$ cat config.mk
export PLATFORM = sky130hd
export DESIGN_NAME = sgg_gate
export DESIGN_NICKNAME = d
export VERILOG_FILES = /design/src/rtl/sgg_gate.v
export VERILOG_INCLUDE_DIRS = /design/src /design/src/rtl
export SDC_FILE = /design/constraint.sdc
export NUM_CORES = 1
export LEC_CHECK = 0
export ABC_AREA = 1
export BUFFER_PORTS_ARGS = -buffer_cell sky130_fd_sc_hd__buf_2
export CAP_MARGIN = 20
export CORE_MARGIN = 4
export CORE_UTILIZATION = 35
export CTS_BUF_LIST = sky130_fd_sc_hd__clkbuf_16
export CTS_CLUSTER_DIAMETER = 80
export DETAILED_ROUTE_END_ITERATION = 8
export GPL_ROUTABILITY_DRIVEN = 0
export PLACE_DENSITY = 0.5
export RECOVER_POWER = 100
export REMOVE_ABC_BUFFERS = 1
export SYNTH_ARGS = -nofsm -noshare
export SYNTH_HDL_FRONTEND = slang
export SYNTH_SLANG_ARGS = --single-unit
$ cat constraint.sdc
create_clock -name pclk -period 3.45 [get_ports pclk]
set_clock_uncertainty 0.05 [all_clocks]
set_input_delay 0.5175 -clock pclk [delete_from_list [all_inputs] [get_ports pclk]]
set_output_delay 0.5175 -clock pclk [all_outputs]
set_load 0.01 [all_outputs]
$ cat src/rtl/sgg_defs.vh
/*
 * constants for the sweep gate generator: register offsets, field
 * positions, reset values and time counts.
 * assumes a 250 MHz pclk; every time setting is held in ticks of
 * four clocks (16 ns) so that 40 s still fits a 32-bit register.
 */
`ifndef SGG_DEFS_VH
`define SGG_DEFS_VH

// ==========================================================
// clock and time base
// ==========================================================
`define SGG_CLK_MHZ 250
`define SGG_TICK_CYC 4
// time settings in microseconds, converted to ticks
`define SGG_DLY_DEF_US 1000
`define SGG_LEN_DEF_US 5000
`define SGG_HLD_DEF_US 100000
`define SGG_PER_DEF_US 100000
`define SGG_OFS_DEF_US 100000
`define SGG_DLY_DEF ((`SGG_DLY_DEF_US*`SGG_CLK_MHZ)/`SGG_TICK_CYC)
`define SGG_LEN_DEF ((`SGG_LEN_DEF_US*`SGG_CLK_MHZ)/`SGG_TICK_CYC)
`define SGG_HLD_DEF ((`SGG_HLD_DEF_US*`SGG_CLK_MHZ)/`SGG_TICK_CYC)
`define SGG_PER_DEF ((`SGG_PER_DEF_US*`SGG_CLK_MHZ)/`SGG_TICK_CYC)
`define SGG_OFS_DEF ((`SGG_OFS_DEF_US*`SGG_CLK_MHZ)/`SGG_TICK_CYC)
// limits in ticks: delay 0..40 s, length 100 us..5 s
`define SGG_DLY_MIN 32'h0000_0000
`define SGG_DLY_MAX 32'h9502_F900
`define SGG_LEN_MIN 32'h0000_186A
`define SGG_LEN_MAX 32'h12A0_5F20
// period 100 ns..20 s (rounded up), offset 10 ns..20 s
`define SGG_PER_MIN 32'h0000_0007
`define SGG_PER_MAX 32'h4A81_7C80
`define SGG_OFS_MIN 32'h0000_0001
`define SGG_HLD_MAX 32'hFFFF_FFFF

// ==========================================================
// thresholds: millivolts and hundredths of dBm, signed 16 bit
// ==========================================================
`define SGG_THR_DEF 16'h04B0
`define SGG_THR_MIN 16'hEC78
`define SGG_THR_MAX 16'h1388
`define SGG_BTH_DEF 16'hF830
`define SGG_BTH_MIN 16'h9688
`define SGG_BTH_MAX 16'h0BB8

// ==========================================================
// register byte offsets
// ==========================================================
`define SGG_REG_CTRL 8'h00
`define SGG_REG_DELAY 8'h04
`define SGG_REG_LENGTH 8'h08
`define SGG_REG_HOLDOFF 8'h0C
`define SGG_REG_PERIOD 8'h10
`define SGG_REG_OFFSET 8'h14
`define SGG_REG_THR_A 8'h18
`define SGG_REG_THR_B 8'h1C
`define SGG_REG_BURST_THR 8'h20
`define SGG_REG_STATUS 8'h24

// ==========================================================
// control fields
// ==========================================================
`define SGG_CTL_LEVEL 0
`define SGG_CTL_MANHLD 1
`define SGG_CTL_SRC_LO 2
`define SGG_CTL_SRC_HI 4
`define SGG_CTL_POL_LO 5
`define SGG_CTL_POL_HI 9
`define SGG_CTL_SYN_LO 10
`define SGG_CTL_SYN_HI 11
`define SGG_SRC_LAST 3'h4

`endif

$ cat src/rtl/sgg_gate.v
/*
 * sweep gate generator: decides when the measurement path passes
 * signal. edge and level control, delay, length, holdoff, five
 * trigger sources with polarity, a periodic timer with optional sync.
 * assumes an apb master on pclk, trigger pins from comparators in
 * another domain, and a same-clock sweep reset-done level.
 */
// The register addresses and the APB slave port were chosen for this implementation.
// Functional notes
// - edge mode starts on selected polarity edge
// - gate stays closed for the full delay
// - gate opens exactly length, then blocks
// - level mode follows active level per polarity
// - level mode ignores delay and length
// - holdoff wait after each gate event
// - manual holdoff timed, else wait sweep reset
// - holdoff applies for every gating method
// - reset: holdoff 100 ms, manual holdoff off
// - one of five trigger sources selected
// - per-source polarity, positive after reset
// - external thresholds -5..5 V, default 1.2 V
// - burst threshold kept, default -20 dBm
// - timer sync off, aux a, aux b, burst
// - delay 0..40 s, default 1 ms
// - length 100 us..5 s, default 5 ms
// - timer period 100 ns..20 s
// - offset 10 ns..20 s, never above period
`timescale 1ns/1ps
`include "sgg_defs.vh"

module sgg_gate #(
   parameter [31:0] DLY_DEF = `SGG_DLY_DEF,
   parameter [31:0] LEN_DEF = `SGG_LEN_DEF,
   parameter [31:0] HLD_DEF = `SGG_HLD_DEF,
   parameter [31:0] PER_DEF = `SGG_PER_DEF,
   parameter [31:0] OFS_DEF = `SGG_OFS_DEF
) (
   // clock, reset, enable
   input wire pclk,
   input wire presetn,
   input wire ce,
   // apb slave
   input wire psel,
   input wire penable,
   input wire pwrite,
   input wire [7:0] paddr,
   input wire [31:0] pwdata,
   output reg [31:0] prdata,
   output reg pready,
   output reg pslverr,
   // trigger pins from comparators and detector
   input wire line_trig,
   input wire aux_trigger_input_a,
   input wire aux_trigger_input_b,
   input wire burst_power_source,
   // sweep side
   input wire sweep_reset_done,
   output reg gate_enable_q,
   // thresholds forwarded to the analogue side
   output reg [15:0] thr_a_q,
   output reg [15:0] thr_b_q,
   output reg [15:0] burst_thr_q
);

   // gate state machine codes
   localparam [3:0] ST_IDLE = 4'b0001;
   localparam [3:0] ST_DLY = 4'b0010;
   localparam [3:0] ST_OPEN = 4'b0100;
   localparam [3:0] ST_HOLD = 4'b1000;
   localparam [33:0] ONE34 = 34'h0_0000_0001;

   // ==========================================================
   // settings
   // ==========================================================
   reg level_q; // 1 = level control
   reg man_hld_q; // 1 = programmed holdoff
   reg [2:0] src_q; // gate source select
   reg [4:0] pol_q; // 1 = negative, per source
   reg [1:0] syn_q; // timer sync select
   reg [31:0] dly_q;
   reg [31:0] len_q;
   reg [31:0] hld_q;
   reg [31:0] per_q;
   reg [31:0] ofs_q;

   // dedicated down-counters, in clocks
   reg [33:0] dly_cnt_q;
   reg [33:0] len_cnt_q;
   reg [33:0] hld_cnt_q;
   reg [33:0] per_cnt_q;
   reg [33:0] ofs_cnt_q;
   reg ofs_run_q; // waiting out offset after sync
   reg fire_q; // timer trigger pulse
   reg [3:0] st_q;

   // pin synchronisers and edge history
   reg [3:0] pin_s1_q;
   reg [3:0] pin_s2_q;
   reg src_prev_q;
   reg syn_prev_q;

   // ==========================================================
   // clamp helpers
   // ==========================================================
   function [31:0] clampu;
      input [31:0] v;
      input [31:0] lo;
      input [31:0] hi;
      begin
         if (v < lo)
            clampu = lo;
         else if (v > hi)
            clampu = hi;
         else
            clampu = v;
      end
   endfunction

   function [15:0] clamps;
      input [15:0] v;
      input [15:0] lo;
      input [15:0] hi;
      begin
         if ($signed(v) < $signed(lo))
            clamps = lo;
         else if ($signed(v) > $signed(hi))
            clamps = hi;
         else
            clamps = v;
      end
   endfunction

   // ==========================================================
   // source selection and qualification
   // ==========================================================
   wire [4:0] src_raw = {fire_q, pin_s2_q};
   wire [4:0] src_lvl_v = src_raw ^ pol_q;
   reg src_lvl;
   reg syn_lvl;

   // pick the one active source, polarity applied
   always @*
   begin
      src_lvl = 1'b0;
      if (src_q <= `SGG_SRC_LAST)
         src_lvl = src_lvl_v[src_q];
      syn_lvl = 1'b0;
      if (syn_q != 2'b00)
         syn_lvl = src_lvl_v[syn_q];
   end

   wire src_edge = src_lvl & ~src_prev_q;
   wire syn_evt = syn_lvl & ~syn_prev_q & (syn_q != 2'b00);

   // ==========================================================
   // apb decode and register file
   // ==========================================================
   wire acc = psel & penable;
   wire wr_en = acc & pwrite & pready;
   reg [31:0] rd_mux;
   reg rd_err;

   // read data and unmapped detection
   always @*
   begin
      rd_mux = 32'h0000_0000;
      rd_err = 1'b0;
      if (paddr == `SGG_REG_CTRL)
         rd_mux = {20'h0_0000, syn_q, pol_q, src_q, man_hld_q, level_q};
      else if (paddr == `SGG_REG_DELAY)
         rd_mux = dly_q;
      else if (paddr == `SGG_REG_LENGTH)
         rd_mux = len_q;
      else if (paddr == `SGG_REG_HOLDOFF)
         rd_mux = hld_q;
      else if (paddr == `SGG_REG_PERIOD)
         rd_mux = per_q;
      else if (paddr == `SGG_REG_OFFSET)
         rd_mux = ofs_q;
      else if (paddr == `SGG_REG_THR_A)
         rd_mux = {16'h0000, thr_a_q};
      else if (paddr == `SGG_REG_THR_B)
         rd_mux = {16'h0000, thr_b_q};
      else if (paddr == `SGG_REG_BURST_THR)
         rd_mux = {16'h0000, burst_thr_q};
      else if (paddr == `SGG_REG_STATUS)
         rd_mux = {26'h000_0000, ofs_run_q, st_q, gate_enable_q};
      else
         rd_err = 1'b1;
   end

   // bus answer one cycle into the access phase, then settings
   always @(posedge pclk or negedge presetn)
   begin
      if (!presetn)
      begin
         pready <= 1'b0;
         pslverr <= 1'b0;
         prdata <= 32'h0000_0000;
         level_q <= 1'b0;
         man_hld_q <= 1'b0;
         src_q <= 3'h0;
         pol_q <= 5'h00;
         syn_q <= 2'h0;
         dly_q <= DLY_DEF;
         len_q <= LEN_DEF;
         hld_q <= HLD_DEF;
         per_q <= PER_DEF;
         ofs_q <= OFS_DEF;
         thr_a_q <= `SGG_THR_DEF;
         thr_b_q <= `SGG_THR_DEF;
         burst_thr_q <= `SGG_BTH_DEF;
      end
      else if (ce)
      begin
         pready <= acc & ~pready;
         if (acc & ~pready)
         begin
            prdata <= pwrite ? 32'h0000_0000 : rd_mux;
            pslverr <= rd_err;
         end
         if (wr_en & ~rd_err)
         begin
            if (paddr == `SGG_REG_CTRL)
            begin
               level_q <= pwdata[`SGG_CTL_LEVEL];
               man_hld_q <= pwdata[`SGG_CTL_MANHLD];
               // out-of-range source codes keep the old choice
               if (pwdata[`SGG_CTL_SRC_HI:`SGG_CTL_SRC_LO] <= `SGG_SRC_LAST)
                  src_q <= pwdata[`SGG_CTL_SRC_HI:`SGG_CTL_SRC_LO];
               pol_q <= pwdata[`SGG_CTL_POL_HI:`SGG_CTL_POL_LO];
               syn_q <= pwdata[`SGG_CTL_SYN_HI:`SGG_CTL_SYN_LO];
            end
            else if (paddr == `SGG_REG_DELAY)
               dly_q <= clampu(pwdata, `SGG_DLY_MIN, `SGG_DLY_MAX);
            else if (paddr == `SGG_REG_LENGTH)
               len_q <= clampu(pwdata, `SGG_LEN_MIN, `SGG_LEN_MAX);
            else if (paddr == `SGG_REG_HOLDOFF)
               hld_q <= pwdata;
            else if (paddr == `SGG_REG_PERIOD)
            begin
               per_q <= clampu(pwdata, `SGG_PER_MIN, `SGG_PER_MAX);
               // a shorter period drags the offset down with it
               if (ofs_q > clampu(pwdata, `SGG_PER_MIN, `SGG_PER_MAX))
                  ofs_q <= clampu(pwdata, `SGG_PER_MIN, `SGG_PER_MAX);
            end
            else if (paddr == `SGG_REG_OFFSET)
               ofs_q <= clampu(pwdata, `SGG_OFS_MIN, per_q);
            else if (paddr == `SGG_REG_THR_A)
               thr_a_q <= clamps(pwdata[15:0], `SGG_THR_MIN,
                                 `SGG_THR_MAX);
            else if (paddr == `SGG_REG_THR_B)
               thr_b_q <= clamps(pwdata[15:0], `SGG_THR_MIN,
                                 `SGG_THR_MAX);
            else if (paddr == `SGG_REG_BURST_THR)
               burst_thr_q <= clamps(pwdata[15:0], `SGG_BTH_MIN,
                                     `SGG_BTH_MAX);
         end
      end
   end

   // ==========================================================
   // pin synchronisers
   // ==========================================================
   // two flops per comparator pin; only stage two is read
   always @(posedge pclk or negedge presetn)
   begin
      if (!presetn)
      begin
         pin_s1_q <= 4'h0;
         pin_s2_q <= 4'h0;
      end
      else if (ce)
      begin
         pin_s1_q <= {burst_power_source, aux_trigger_input_b,
                      aux_trigger_input_a, line_trig};
         pin_s2_q <= pin_s1_q;
      end
   end

   // ==========================================================
   // periodic timer source
   // ==========================================================
   // free-runs on the period; a sync event restarts it via offset
   always @(posedge pclk or negedge presetn)
   begin
      if (!presetn)
      begin
         per_cnt_q <= {PER_DEF, 2'b00};
         ofs_cnt_q <= {OFS_DEF, 2'b00};
         ofs_run_q <= 1'b0;
         fire_q <= 1'b0;
         syn_prev_q <= 1'b0;
      end
      else if (ce)
      begin
         syn_prev_q <= syn_lvl;
         fire_q <= 1'b0;
         if (syn_evt)
         begin
            ofs_cnt_q <= {ofs_q, 2'b00};
            ofs_run_q <= 1'b1;
         end
         else if (ofs_run_q)
         begin
            // first trigger lands one offset after the sync edge
            if (ofs_cnt_q <= ONE34)
            begin
               ofs_run_q <= 1'b0;
               fire_q <= 1'b1;
               per_cnt_q <= {per_q, 2'b00};
            end
            else
               ofs_cnt_q <= ofs_cnt_q - ONE34;
         end
         else if (per_cnt_q <= ONE34)
         begin
            fire_q <= 1'b1;
            per_cnt_q <= {per_q, 2'b00};
         end
         else
            per_cnt_q <= per_cnt_q - ONE34;
      end
   end

   // ==========================================================
   // gate state machine
   // ==========================================================
   // idle accepts triggers; delay and holdoff ignore them, open ignores them in edge mode only
   always @(posedge pclk or negedge presetn)
   begin
      if (!presetn)
      begin
         st_q <= ST_IDLE;
         gate_enable_q <= 1'b0;
         src_prev_q <= 1'b0;
         dly_cnt_q <= 34'h0_0000_0000;
         len_cnt_q <= 34'h0_0000_0000;
         hld_cnt_q <= 34'h0_0000_0000;
      end
      else if (ce)
      begin
         src_prev_q <= src_lvl;
         case (st_q)
            ST_IDLE:
               if (level_q)
               begin
                  if (src_lvl)
                  begin
                     st_q <= ST_OPEN;
                     gate_enable_q <= 1'b1;
                  end
               end
               else if (src_edge)
               begin
                  if (dly_q == 32'h0000_0000)
                  begin
                     st_q <= ST_OPEN;
                     gate_enable_q <= 1'b1;
                     len_cnt_q <= {len_q, 2'b00};
                  end
                  else
                  begin
                     st_q <= ST_DLY;
                     dly_cnt_q <= {dly_q, 2'b00};
                  end
               end
            ST_DLY:
               if (level_q)
                  st_q <= ST_IDLE;
               else if (dly_cnt_q <= ONE34)
               begin
                  st_q <= ST_OPEN;
                  gate_enable_q <= 1'b1;
                  len_cnt_q <= {len_q, 2'b00};
               end
               else
                  dly_cnt_q <= dly_cnt_q - ONE34;
            ST_OPEN:
               if (level_q)
               begin
                  // level mode: only the qualified level matters
                  if (!src_lvl)
                  begin
                     st_q <= ST_HOLD;
                     gate_enable_q <= 1'b0;
                     hld_cnt_q <= {hld_q, 2'b00};
                  end
               end
               else if (len_cnt_q <= ONE34)
               begin
                  st_q <= ST_HOLD;
                  gate_enable_q <= 1'b0;
                  hld_cnt_q <= {hld_q, 2'b00};
               end
               else
                  len_cnt_q <= len_cnt_q - ONE34;
            ST_HOLD:
               // same wait whatever the downstream gating method
               if (man_hld_q)
               begin
                  if (hld_cnt_q <= ONE34)
                     st_q <= ST_IDLE;
                  else
                     hld_cnt_q <= hld_cnt_q - ONE34;
               end
               else if (sweep_reset_done)
                  st_q <= ST_IDLE;
            default:
            begin
               st_q <= ST_IDLE;
               gate_enable_q <= 1'b0;
            end
         endcase
      end
   end

endmodule

==> out/results.txt <==
Initial core utilization = 35.4%
Slew HR = -72.0%
DPL Wire Length = 90300 um
Core area = 80500 um^2
Internal reg-to-reg setup slack = 320 ps
Die width = 293 um
Worst path slowest cell = nand2_1
Reg-to-Reg End = hld_q[0]$_DFFE_PN0P_
Hold Path Depth = 3
Register area share after synthesis = 39.1%
Static leakage = 15.9 nW
Multi-input logic area = 15000 um^2
PwrDens = 655 nW/um^2
ANT nets after route = 0
Worst EP arrival = 3730 ps
DRT Wirelength = 120000 um
Total gr overflow = 0
Max clock buf depth = 3
Fraction of layout cells with a size suffix above 1 = 10.9%
GRT Overall Usage = 27.0%
Vias = 29.3k
Post-DR wirelength/cell = 21.7 um
WS Path Type = primary input to flop
Site Rows = 104
Initial antenna violation count = 4
Hold Vio Cnt, Final = 0
Min-delay src = burst_power_source
Largest net degree at the start of global routing = 83
Asr flop ratio synth = 100%
Hold Path Class = primary input to flop
Routed vias/inst = 5.32
Detailed-route DRC error count = 0
Final Max Tran Viols = 113
Vias in the first global route = 27.0k
Place WS = -452 ps
Max Cap Viol = 2
Cell variety after synth = 56
Reg2Reg Depth = 8
Max FO, Critical Path = 25
Fin crit period = 3290 ps
Detailed Routing Iterations Pass 1 = 6
Drt initial violations = 3054
Clk_lat worst skew = 630 ps
VDD IR max = 0.538 mV
# diodes = 0
Failing checks = capacitance limit, slew limit
CP Data Required Time = 3890 ps
Slew @ Worst Pin = 2580 ps
CTS tree = built
Post-synthesis cell count = 4170
Storage cell area = 11100 um^2
Max stage delay on crit path = 730 ps
CP most frequent cell = nand2_1
CTS root buf = clkbuf_16
Final core occ = 41.0%
Fill count = 8529
CTS H-tree depth = 2
Critical Path Sink Type = flop
Startpoint types = primary input
Clock Sinks = 441
Post-Synthesis Cell Area = 28500 um^2
IO Port Bufs = 133
Max Fclk = 304 MHz
Number of synthesized flops with an enable pin = 0
Reg-to-Reg Start = pready$_DFFE_PN0P_
Main flop type after synthesis = dfrtp_1
Area of the die = 86000 um^2
WHS Endpoint = pin_s1_q[3]$_DFFE_PN0P_
Finish-stage setup viols = 0
Tcrit/Tclk final = 95.3%
First-pass GRT wire length = 177000 um
Post-CTS setup buffer count = 0
Area delta synth->final = 15.8%
CP cell instances = buf_2, nor2_1, nand2_1, nor2_1, a21oi_1, nand3_1, nand2_1, nor2_1, nand2_1, clkbuf_2, nand2_1, o21ai_0
Num ports = 134
PnR worst setup slack = 161 ps
Final net count = 4524
Num CTS Buffers = 55
Hold WS = 41.4 ps
Die Span Y = 293 um
Outcome = finished with violations
Syn. warnings = 0
Post-Syn Area per Cell = 6.83 um^2
Clock transition at path regs = 60 ps
Synth Register Bits = 441
[flip-flops by register name (all words and copies together), names as in the netlist, 32 cells and up]
name and cells:
hld_q 32, prdata 32, dly_q 32, per_q 32, len_cnt_q 34, ofs_q 32, dly_cnt_q 34, hld_cnt_q 34
per_cnt_q 34, ofs_cnt_q 34, len_q 32
[layout make-up]
class	instances	share of cell area (%)
Clock inverter	48	0.865
Clock buffer	55	4.17
Inverter	407	4.64
Tap cell	1060	4.02
Timing Repair Buffer	350	7.08
Multi-Input combinational cell	3144	45.4
Sequential cell	441	33.8
[routing by layer]
| metal | track usage [%] | vias up | wire length [um] |
|---|---|---|---|
| li1 | - | 14065 | - |
| met1 | 39.9 | 13972 | 55800 |
| met2 | 41.0 | 1073 | 51500 |
| met3 | 4.20 | 172 | 8550 |
| met4 | 7.42 | 2 | 3750 |
| met5 | 0 | - | 12 |
[critical path, delay by kind of cell]
kind,cells,cell delay (ps)
and+or+nand+nor,8,2510
AOI/OAI and AO/OA,2,160
buffers and inverters,2,530
[report_power, final]
part / leakage (nW) / switching [mW] / total (mW) / internal (mW)
Combinational: 9.52 / 6.12 / 9.20 / 3.08
Sequential: 5.45 / 0.909 / 6.94 / 6.03
Clock: 0.886 / 2.45 / 5.48 / 3.03
[metrics by stage]
step                      std cells  TNS, ps  instance area [um^2]  total power, mW
final                          5505        0                 33000             21.6
after detailed placement       5397   -13140                 31500             16.1
after floorplan                3992   -55790                 27700             13.3
after CTS                      5501        0                 33200             21.7
after global routing           5505    -72.6                 33000             23.3
after global placement         5397   -10930                 31500             16.1
[logic make-up (layout without fill, tap and decap cells)]
kind of cell	count (synthesis)	in the layout	synth area share, %
AOI/OAI and AO/OA	747	747	14.2
and+or+nand+nor	2236	2236	32.5
other	1	1	0.0132
xor gates and xnor gates	78	78	2.40
adders and majority gates	74	74	3.25
DFF	441	441	39.1
muxes	8	8	0.290
buffers and inverters	585	860	8.14
[synth_stat cells, types with 7 or more instances]
cell          n  area (um^2)
o2111ai_1     7         61.3
a22oi_1      11         82.6
xor2_1       47          412
o21ai_0     395         1980
nor4_1       10         62.6
o22ai_1      27          169
dfstp_2      91         2390
o211ai_1     16          120
ha_1         74          926
a211oi_1      8         60.1
nand3b_1     10         75.1
nand3_1     343         1720
clkbuf_1    120          450
inv_2        18         67.6
inv_1       383         1440
or2_2         8         50.1
nand2_1    1182         4440
xnor2_1      31          272
buf_2        39          195
o21ai_2       9         78.8
buf_4        14          105
nor3_1       44          220
a31oi_1      14         87.6
o21ai_1      26          130
dfrtp_1     350         8760
nand4_1      57          357
nor2_2       12         75.1
a21oi_1     196          981
nor2_1      547         2050
[layout by cell type (no fill, tap or decap), drive strengths merged, types with 4 or more instances in the layout]
cell and count:
nand2 1188, nor2 565, o21ai 430, inv 417, dfrtp 350, nand3 346, buf 242, a21oi 197
clkbuf 162, dfstp 91, ha 74, nand4 57, xor2 47, nor3 46, clkinv 34, xnor2 31
o22ai 27, o211ai 16, a31oi 14, a22oi 11, nand3b 10, nor4 10, a211oi 8, or2 8
o2111ai 7, mux2i 6, o21a 6, o31ai 5, o221ai 5, o21bai 5, a21boi 5, a31o 4
[what timing repair did]
item,in CTS,in global routing
hold buffers,1,0
hold endpoints to repair,48,0
resized for setup,0,14
setup endpoints to repair,0,32
[how the worst max path moves through the flow]
stage | cells after the start | startpoint | endpoint | slack (ps)
finish | 12 | paddr[1] | hld_q[0]$_DFFE_PN0P_ | 160
floorplan | 20 | pwdata[15] | ofs_q[13]$_DFFE_PN0P_ | -660
CTS | 27 | pwdata[1] | ofs_q[7]$_DFFE_PN0P_ | 180
global placement | 27 | pwdata[1] | ofs_q[1]$_DFFE_PN0P_ | -380
detailed placement | 27 | pwdata[1] | ofs_q[7]$_DFFE_PN0P_ | -450
global route | 24 | pwdata[3] | ofs_q[7]$_DFFE_PN0P_ | -20
No activity file was read; power rests on OpenSTA's default activity.
